## config.mk

```make
export PLATFORM = sky130hd
export DESIGN_NAME = cmpe_top
export DESIGN_NICKNAME = d
export VERILOG_FILES = /design/src/cmpe_pkg.sv /design/src/cmpe_chan.sv /design/src/cmpe_top.sv
export SDC_FILE = /design/constraint.sdc
export NUM_CORES = 1
export LEC_CHECK = 0
export BUFFER_PORTS_ARGS = -buffer_cell sky130_fd_sc_hd__buf_2
export CAP_MARGIN = 20
export CORE_MARGIN = 2
export CORE_UTILIZATION = 52
export DETAILED_ROUTE_END_ITERATION = 8
export PLACE_DENSITY = 0.79
export SYNTH_ARGS = -nofsm -noshare
export SYNTH_HDL_FRONTEND = slang
export SYNTH_HIERARCHICAL = 1
export SYNTH_SLANG_ARGS = --single-unit
```

## constraint.sdc

```tcl
create_clock -name clk_sys -period 1.3 [get_ports clk_sys]
set_input_delay 0.13 -clock clk_sys [delete_from_list [all_inputs] [get_ports clk_sys]]
set_output_delay 0.13 -clock clk_sys [all_outputs]
set_load 0.03 [all_outputs]
```

## src/cmpe_pkg.sv

```systemverilog
/*
 * Package for the comparator event logic: register offsets, field
 * positions, reset values and the bus carrier type.
 * Assumes a plain single-clock register port, 8-bit registers.
 */
package cmpe_pkg;
    // ========================================================
    // Register offsets
    localparam logic [2:0] OFS_CTRL0  = 3'h0;
    localparam logic [2:0] OFS_CTRL1  = 3'h1;
    localparam logic [2:0] OFS_RESULT = 3'h2;
    localparam logic [2:0] OFS_FLAG   = 3'h3;
    localparam logic [2:0] OFS_ENA    = 3'h4;
    localparam logic [2:0] OFS_IRQC   = 3'h5;
    localparam logic [2:0] OFS_ISTAT  = 3'h6;
    localparam logic [2:0] OFS_IMASK  = 3'h7;
    // ========================================================
    // Field positions
    localparam int POS_INV      = 5;
    localparam int POS_SEL_HI   = 4;
    localparam int POS_SEL_LO   = 3;
    localparam int POS_FLAG0    = 5;
    localparam int POS_FLAG1    = 6;
    localparam int POS_PER_EN   = 6;
    localparam int POS_GLB_EN   = 7;
    // ========================================================
    // Reset values
    localparam logic [7:0] RST_CTRL  = 8'h00;
    localparam logic [7:0] RST_FLAG  = 8'h00;
    localparam logic [7:0] RST_ENA   = 8'h00;
    localparam logic [7:0] RST_IRQC  = 8'h00;
    localparam logic [7:0] RST_ISTAT = 8'h00;
    localparam logic [7:0] RST_IMASK = 8'h00;
    // ========================================================
    // Event selection codes
    typedef enum logic [1:0] {
        SEL_NONE = 2'b00,
        SEL_RISE = 2'b01,
        SEL_FALL = 2'b10,
        SEL_ANY  = 2'b11
    } cmpe_sel_t;
    // Register access carrier
    typedef struct packed {
        logic [2:0] addr;
        logic [7:0] wdata;
        logic       wr;
        logic       rd;
    } cmpe_bus_t;
endpackage

```

## src/cmpe_chan.sv

```systemverilog
/*
 * One comparator channel: synchroniser, polarity, edge selection.
 * Assumes raw comparator input is asynchronous to clk_sys.
 */
`timescale 1ns/1ps
module cmpe_chan (
    input  wire logic       clk_sys,
    input  wire logic       reset_n,
    input  wire logic       cmp_raw,
    input  wire logic       invert,
    input  wire logic [1:0] select,
    output logic            result,
    output logic            event_hit
);
    import cmpe_pkg::*;
    logic sync1_r;
    logic sync2_r;
    logic prev_r;
    logic adj;
    logic rise;
    logic fall;

    always_ff @(posedge clk_sys or negedge reset_n) begin
        if (!reset_n) begin
            sync1_r <= 1'b0;
            sync2_r <= 1'b0;
        end else begin
            sync1_r <= cmp_raw;
            sync2_r <= sync1_r;
        end
    end

    assign adj = sync2_r ^ invert;

    // Previous adjusted value and registered result
    always_ff @(posedge clk_sys or negedge reset_n) begin
        if (!reset_n) begin
            prev_r <= 1'b0;
            result <= 1'b0;
        end else begin
            prev_r <= adj;
            result <= adj;
        end
    end

    assign rise = adj & ~prev_r;
    assign fall = ~adj & prev_r;

    always_comb begin
        case (cmpe_sel_t'(select))
            SEL_RISE: event_hit = rise;
            SEL_FALL: event_hit = fall;
            SEL_ANY:  event_hit = rise | fall;
            default:  event_hit = 1'b0;
        endcase
    end
endmodule

```

## src/cmpe_top.sv

```systemverilog
/*
 * Comparator event and interrupt logic for two comparators.
 * Assumes raw comparator outputs are asynchronous; register port
 * is a single-cycle strobe bus on clk_sys with read data next cycle.
 */
`timescale 1ns/1ps
module cmpe_top (
    input  wire logic               clk_sys,
    input  wire logic               reset_n,
    input  wire logic [1:0]         cmp_raw,
    input  wire cmpe_pkg::cmpe_bus_t bus,
    output logic [7:0]              rdata,
    output logic [1:0]              comparator_result_out,
    output logic                    cpu_irq,
    output logic                    irq
);
    import cmpe_pkg::*;

    // ========================================================
    // Registers
    logic [7:0] ctrl_r [2];
    logic [7:0] flag_r;
    logic [7:0] ena_r;
    logic [7:0] irqc_r;
    logic [1:0] istat_r;
    logic [1:0] imask_r;
    logic [1:0] result;
    logic [1:0] hit;
    logic [1:0] flag_bits;
    logic [1:0] ena_bits;
    logic [1:0] wr_flag;
    logic       wr_flag_en;
    logic       rd_istat;

    // ========================================================
    // Channels
    genvar g;
    generate
        for (g = 0; g < 2; g++) begin : g_ch
            cmpe_chan u_chan (
                .clk_sys   (clk_sys),
                .reset_n   (reset_n),
                .cmp_raw   (cmp_raw[g]),
                .invert    (ctrl_r[g][POS_INV]),
                .select    (ctrl_r[g][POS_SEL_HI:POS_SEL_LO]),
                .result    (result[g]),
                .event_hit (hit[g])
            );
        end
    endgenerate

    assign comparator_result_out = result;

    // ========================================================
    // Control registers
    always_ff @(posedge clk_sys or negedge reset_n) begin
        if (!reset_n) begin
            ctrl_r[0] <= RST_CTRL;
            ctrl_r[1] <= RST_CTRL;
        end else if (bus.wr && bus.addr == OFS_CTRL0) begin
            ctrl_r[0] <= bus.wdata;
        end else if (bus.wr && bus.addr == OFS_CTRL1) begin
            ctrl_r[1] <= bus.wdata;
        end
    end

    // Enable registers and interrupt mask
    always_ff @(posedge clk_sys or negedge reset_n) begin
        if (!reset_n) begin
            ena_r   <= RST_ENA;
            irqc_r  <= RST_IRQC;
            imask_r <= RST_IMASK[1:0];
        end else if (bus.wr) begin
            if (bus.addr == OFS_ENA)
                ena_r <= bus.wdata;
            if (bus.addr == OFS_IRQC)
                irqc_r <= bus.wdata;
            if (bus.addr == OFS_IMASK)
                imask_r <= bus.wdata[1:0];
        end
    end

    // ========================================================
    // Event flags
    assign wr_flag_en = bus.wr && bus.addr == OFS_FLAG;
    assign wr_flag    = {bus.wdata[POS_FLAG1], bus.wdata[POS_FLAG0]};
    assign flag_bits  = {flag_r[POS_FLAG1], flag_r[POS_FLAG0]};

    always_ff @(posedge clk_sys or negedge reset_n) begin
        if (!reset_n) begin
            flag_r <= RST_FLAG;
        end else begin
            if (wr_flag_en) begin
                flag_r <= bus.wdata;
                flag_r[POS_FLAG0] <= wr_flag[0] | hit[0];
                flag_r[POS_FLAG1] <= wr_flag[1] | hit[1];
            end else begin
                flag_r[POS_FLAG0] <= flag_r[POS_FLAG0] | hit[0];
                flag_r[POS_FLAG1] <= flag_r[POS_FLAG1] | hit[1];
            end
        end
    end

    assign ena_bits = {ena_r[POS_FLAG1], ena_r[POS_FLAG0]};
    assign cpu_irq  = |(flag_bits & ena_bits) & irqc_r[POS_PER_EN] & irqc_r[POS_GLB_EN];

    // ========================================================
    // Block interrupt status, cleared by read
    assign rd_istat = bus.rd && bus.addr == OFS_ISTAT;

    always_ff @(posedge clk_sys or negedge reset_n) begin
        if (!reset_n)
            istat_r <= RST_ISTAT[1:0];
        else if (rd_istat)
            istat_r <= hit;
        else
            istat_r <= istat_r | hit;
    end

    assign irq = |(istat_r & imask_r);

    // ========================================================
    // Read data, one cycle after strobe
    always_ff @(posedge clk_sys or negedge reset_n) begin
        if (!reset_n) begin
            rdata <= 8'h00;
        end else if (bus.rd) begin
            case (bus.addr)
                OFS_CTRL0:  rdata <= ctrl_r[0];
                OFS_CTRL1:  rdata <= ctrl_r[1];
                OFS_RESULT: rdata <= {6'h00, result};
                OFS_FLAG:   rdata <= flag_r;
                OFS_ENA:    rdata <= ena_r;
                OFS_IRQC:   rdata <= irqc_r;
                OFS_ISTAT:  rdata <= {6'h00, istat_r};
                OFS_IMASK:  rdata <= {6'h00, imask_r};
                default:    rdata <= 8'h00;
            endcase
        end else begin
            rdata <= 8'h00;
        end
    end
endmodule

```

==> results of run 1 <==
-- worst paths after layout --
path | end | cells past startpoint
worst max register to register | flag_r[6] | 6
worst min-delay path | irqc_r[6] | 2
max in group asynchronous | g_ch[1].u_chan/prev_r | 3
worst max-delay path | flag_r[6] | 6
min in group asynchronous | rdata[2] | 3
worst min register to register | g_ch[1].u_chan/sync2_r | 0
-- worst max-delay path, cell delays in order, from the launching register on --
cell     delay (ns)
dfrtp_1        0.38
xor2_1         0.17
ha_1           0.28
nor2b_1        0.04
o21ai_1        0.16
o31ai_2        0.10
a211o_1        0.22
-- cells in the mapped netlist, types with 2 or more instances --
cell / n
mux4_2: 2
nor2_1: 7
nand2b_1: 2
mux2_2: 40
a21o_1: 2
mux2i_1: 8
a221oi_1: 3
a211o_1: 2
ha_1: 2
o21ai_0: 4
o21ai_1: 2
inv_1: 10
o31ai_2: 2
a221o_1: 3
xor2_1: 4
dfrtp_1: 58
nor2b_1: 5
nand2_1: 10
buf_2: 5
o221a_2: 3
a21oi_1: 4
buf_4: 2
-- report_power, final --
| group | internal, mW | total (mW) | switching, mW |
|---|---|---|---|
| logic | 0.708 | 1.30 | 0.594 |
| registers | 2.19 | 2.43 | 0.239 |
| clock network | 0.842 | 1.51 | 0.666 |
-- flip-flops by register name (all words and copies together), names as in the netlist --
signal and flops:
ctrl_r 16, ena_r 8, flag_r 8, irqc_r 8, rdata 8, g_ch.u_chan/prev_r 2, g_ch.u_chan/sync1_r 2, g_ch.u_chan/sync2_r 2
imask_r 2, istat_r 2
-- metrics by stage --
| step | setup WS (ns) | total power [mW] | util |
|---|---|---|---|
| finish | -0.162 | 5.24 | 0.665 |
| global route | -0.231 | 5.52 | 0.665 |
| CTS | -0.169 | 5.23 | 0.661 |
| detailed placement | -0.167 | 3.63 | 0.609 |
| global placement | -0.135 | 3.58 | 0.609 |
| floorplan | -0.124 | 3.19 | - |
-- final cells by class --
class                           instances  area [um2]  share of cell area
Inverter                               10        37.5              0.0113
Clock inverter                          2        10.0             0.00300
Sequential cell                        58        1450               0.436
Timing Repair Buffer                   66         454               0.136
Clock buffer                           14         173              0.0518
Tap cell                               70        87.6              0.0263
Multi-Input combinational cell        123        1120               0.335
-- logic make-up (layout without fill, tap and decap cells) --
| kind of cell | count (synthesis) | count (layout) | synth area share |
|---|---|---|---|
| flops | 58 | 58 | 0.547 |
| mux | 50 | 50 | 0.217 |
| simple gates | 37 | 37 | 0.0881 |
| compound gates | 30 | 30 | 0.0910 |
| buf+inv | 19 | 92 | 0.0349 |
| xor+xnor | 4 | 4 | 0.0132 |
| fa+ha+maj | 2 | 2 | 0.00942 |
-- cell usage in the layout (no fill, tap or decap), drive strengths merged, types with 2 or more instances in the layout --
cell type	netlist	layout
clkinv	0	2
nand2b	3	3
nand2	10	10
inv	10	10
o31ai	2	2
nor2b	5	5
o21ai	6	6
a211o	2	2
mux2i	8	8
a221o	3	3
mux2	40	40
buf	8	63
clkbuf	1	14
a21o	2	2
dfrtp	58	58
ha	2	2
nand4b	2	2
nand3	2	2
mux4	2	2
o221a	3	3
a21oi	4	4
xor2	4	4
a221oi	3	3
nor2	7	7
dlygate4sd3	0	3
-- layer usage --
metal  vias up  wire length (um)
li1        864                 -
met1       929              2460
met4         0                70
met3         6               295
met2        45              2710
met5         -                 0
-- timing repair --
item                                    in CTS  in global routing
hold endpoints to repair                    60                  0
setup buffers                                5                  2
hold buffers                                 3                  0
pin swaps                                    4                  1
endpoints found under the setup margin       5                  6
gates resized for setup                      2                  3
==> impl_results.md, run 1 <==
- Outcome: complete, but fails checks
- Failing checks: setup timing
- Largest net degree at the start of global routing: 59
- Synth Register Bits: 58
- Fmax: 0.684 GHz
- Clk pin slew, worst setup/hold paths: 0.06 ns
- Fin crit share: 1.12
- DRT Pass-1 Iters: 5
- Die height: 75.5 um
- Final setup fails: 4
- Longest Clk Path Bufs: 2
- Root buffer cell: clkbuf_8
- YS warnings: 6
- Async S/R FF share, synth: 1.00
- Vias per inst: 5.38
- Post-synth cell types: 42
- Post-synth EDFFs: 0
- R2r startpoint: g_ch[1].u_chan/sync2_r
- Overall routed net length: 5.53 mm
- Clock Latency Late Sink: 0.34 ns
- Area grow syn2layout: 25.5%
- Min-Delay Path Class: in2reg
- Fin area: 3330 um2
- Port bufs: 28
- Worst vdd ir: 0.997 mV
- Worst Path Required: 1.53 ns
- Final setup TNS: -0.492 ns
- Max FO, Critical Path: 2
- Clock skew: 0.00641 ns
- Final Critical Period: 1.46 ns
- PD cells: 1570 nW/um2
- Critical Path End Type: flop
- Met3 Use GR: 0.0794
- Area leader, netlist: dfrtp_1
- Synth top area cells: dfrtp_1 (55%), mux2_2 (17%), mux2i_1 (3.0%)
- Most crowded layer after global routing: met2
- Min-delay src: bus[8]
- Total GRT Usage: 0.229
- I/O pins: 29
- Final Hold Fails: 0
- Post-Synthesis Cells: 200
- Critical Path Start Type: flop
- Synth Flop Type: dfrtp_1
- Routability cong.: 0.781
- Fin nets: 287
- Core Rows: 26
- Vias in the first global route: 1881
- Flop2flop setup slack: -0.16 ns
- Seq/Total Area, Yosys: 0.547
- Cell count after placement: 317
- Final setup margin: -0.162 ns
- Arr. time, crit path: 1.69 ns
- Chip Width: 75.5 um
- Global-route wire length before repair: 9.25 mm
- Rel. slew slack: 0.678
- Fillers: 380
- Ant. Diodes: 0
- Initial antenna violation count: 0
- Num CTS Buffers: 9
- Std-Cell Core Area: 5010 um2
- Drt first-iter violations: 162
- Detail Route Antenna Nets: 0
- Avg Inst Size Synth: 13.3 um2
- Wire per inst: 16.1 um
- Max-cap viol count: 0
- Mapped Area: 2660 um2
- Fin cells: 343
- Met2 Track Usage GR: 0.356
- Final hold slack: 0.0662 ns
- # clock sinks: 58
- Total gr overflow: 0
- Synth top area share: 0.547
- Share of cells above drive strength 1: 0.491
- Via count: 1844
- Leak: 1.57 nW
- Kind of critical path: reg2reg
- CTS tree: yes
- Slew at the pin closest to its max-slew limit: 0.482 ns
- DIE AREA: 5690 um2
- Drt drc: 0
- RSZ-0062 raised after global routing: yes
- Pins over their slew limit: 0
- Depth of the CTS H-tree: 3
- Met1 Usage GRT: 0.301
- Critical path origin: g_ch[1].u_chan/sync2_r
- Post-Place Cell Area: 3050 um2
- Detail Placement HPWL: 3.84 mm
- Post-Syn Nets: 219
- Initial Utilization: 0.530
No activity file was read; power rests on OpenSTA's default activity.
==> run 2, diff against run 1 <==
Settings changed: SYNTH_HIERARCHICAL 1 to unset.
==> run 2 against run 1 <==
Sequential share of layout area is 1.1 points lower. Synthesized area is 4.5% higher. First-iteration DRC count is 22% lower. The flow still finishes with violations (setup timing). Largest cell class unchanged.
==> impl_results.md, run 2 <==
- Number of flip-flops in the largest register: 16
- Async S/R FF share, synth: 1.00
- Final core occ: 0.663
- Initial antenna violation count: 0
- Overall routed net length: 5.91 mm
- Fin crit share: 1.09
- RSZ-0062 raised after global routing: yes
- Synth Flop Type: dfrtp_1
- Drt drc: 0
- Depth of the CTS H-tree: 3
- Routability cong.: 0.816
- Post-synth cell types: 41
- Multi-input logic area: 1220 um2
- Max FO, Critical Path: 2
- Critical Path Start Type: flop
- Via count: 1930
- Clk pin slew, worst setup/hold paths: 0.06 ns
- Synth top area share: 0.523
- Longest Clk Path Bufs: 2
- Root buffer cell: clkbuf_8
- YS warnings: 0
- Worst vdd ir: 0.990 mV
- Kind of critical path: reg2reg
- Seq/Total Area, Yosys: 0.523
- CTS tree: yes
- Most frequent cells in the layout: dfrtp_1 (58), mux2_2 (42), buf_4 (30)
- Clock skew: 0.00538 ns
- R2r startpoint: g_ch[0].u_chan.sync2_r
- Synth Register Bits: 58
- Min-Delay Path Class: in2reg
- Port bufs: 28
- Detail Placement HPWL: 4.05 mm
- Post-Syn Nets: 237
- Outcome: complete, but fails checks
- Final setup TNS: -0.199 ns
- Drt first-iter violations: 127
- Commonest cells in the netlist: dfrtp_1 (58), mux2_2 (42), nor2_1 (12)
- Delay-heaviest family, CP: flip-flops
- Rel. slew slack: 0.662
- Failing checks: setup timing
- Min-delay src: bus[8]
- Final hold slack: 0.0916 ns
- Ant. Diodes: 0
- Fin nets: 296
- Largest net degree at the start of global routing: 35
- Wire per inst: 16.8 um
- Post-synth EDFFs: 0
- Chip Width: 77.0 um
- Fmax: 0.708 GHz
- Slew at the pin closest to its max-slew limit: 0.507 ns
- Share of cells above drive strength 1: 0.461
- Avg Inst Size Synth: 12.7 um2
- Critical Path End Type: flop
- Area grow syn2layout: 22.9%
- Mapped Area: 2770 um2
- PD cells: 1490 nW/um2
- Register area: 1450 um2
- Max-cap viol count: 0
- Cell-internal power: 3.55 mW
- Arr. time, crit path: 1.68 ns
- Leak: 1.60 nW
- Switching fraction of total power: 0.299
- Gate power share: 0.246
- Std-Cell Core Area: 5140 um2
- Post-Synthesis Cells: 218
- Clock Latency Late Sink: 0.34 ns
- Clock share of power: 0.281
- Final setup margin: -0.113 ns
- Total gr overflow: 0
- WHS Endpoint: ctrl_r[6]
- Reg-to-Reg End: istat_r[0]
- Power Total: 5.07 mW
- Global-route wire length before repair: 9.50 mm
- Final Critical Period: 1.41 ns
- Critical-path cell list: xor2_1 -> ha_1 -> and2_1 -> o32a_1 -> nand2_1
- Psw: 1.52 mW
- # clock sinks: 58
- Most frequent cell after synthesis: dfrtp_1
- CP max stage cell: dfrtp_1
- Detail Route Antenna Nets: 0
- Flop pwr share: 0.473
- I/O pins: 29
- DRT Pass-1 Iters: 4
- Critical path origin: g_ch[0].u_chan.sync2_r
- Initial Utilization: 0.540
- Num CTS Buffers: 9
- Commonest non-fill, non-tap cell in the layout: dfrtp_1
- Vias per inst: 5.48
- CP peak stage delay: 0.39 ns
- Worst Path Required: 1.57 ns
- Area leader, netlist: dfrtp_1
- Core Rows: 26
- Pins over their slew limit: 0
- Synth top area cells: dfrtp_1 (52%), mux2_2 (17%), mux2i_1 (2.9%)
- Flop2flop setup slack: -0.11 ns
- Fillers: 421
- CP bufs+invs: 0
- Largest Register: ctrl_r
- Final setup fails: 2
- FF-to-FF path depth: 5
- Vias in the first global route: 1907
- Hold Crit Depth: 2
- DIE AREA: 5930 um2
- Die height: 77.0 um
- Final Hold Fails: 0
- Total GRT Usage: 0.213
run 2: changes by cell type in the layout (fill, tap and decap cells not counted), sizes merged, moves of 3 or more:
cell     delta
a2bb2oi     +5
buf         -3
a221oi      -3
nor2        +6
a221o       -3
nand2b      +4
nand2       -3
o21ai       -4
inv         -5
nand3       +4
run 2: cell families after synthesis:
family / count (synthesis) / share of synthesized area
compound gates: 33 / 0.0947
xor+xnor: 4 / 0.0126
fa+ha+maj: 2 / 0.00902
buf+inv: 20 / 0.0424
flops: 58 / 0.523
mux: 50 / 0.199
simple gates: 51 / 0.119
run 2: area by class of cell:
type | count | share of cell area
sequential | 58 | 0.426
inverter | 5 | 0.00551
clock buffer | 13 | 0.0437
timing repair buffer | 63 | 0.137
multi-input combinational | 140 | 0.358
clock inverter | 3 | 0.00441
tap | 70 | 0.0257
run 2: worst max path at each step:
stage,end,slack (ns),cells past startpoint
6_report,istat_r[0],-0.11,5
5_1_grt,istat_r[0],-0.18,5
4_1_cts,istat_r[0],-0.13,5
3_5_place_dp,istat_r[0],-0.12,5
3_3_place_gp,flag_r[5],-0.06,5
2_1_floorplan,flag_r[5],-0.07,5
run 2: per-layer routing:
metal | GRT usage | vias to the layer above | wire [um]
met5 | 0 | - | 0
met4 | 0.113 | 0 | 104
met3 | 0.0435 | 9 | 278
met2 | 0.349 | 50 | 2960
met1 | 0.267 | 965 | 2570
li1 | - | 906 | -
run 2: power groups by stage:
stage / logic [mW] / clock network [mW] / registers (mW)
after global placement: 1.14 / 0 / 2.41
after CTS: 1.21 / 1.45 / 2.39
after global routing: 1.36 / 1.51 / 2.45
after detailed placement: 1.18 / 0 / 2.43
final: 1.25 / 1.42 / 2.40
after floorplan: 0.780 / 0 / 2.42
run 2: timing repair:
action,CTS,global route
hold endpoints to repair,19,0
hold buffers,3,0
pin swaps,3,2
setup endpoints to repair,5,7
resized for setup,1,7
buffers inserted,1,1
run 2: metrics by stage:
step	std cells	setup WS (ns)	instance area, um2
6_report	352	-0.113	3410
3_5_place_dp	331	-0.123	3180
3_3_place_gp	331	-0.0641	3180
2_1_floorplan	218	-0.0654	2770
4_1_cts	351	-0.128	3380
5_1_grt	352	-0.183	3410
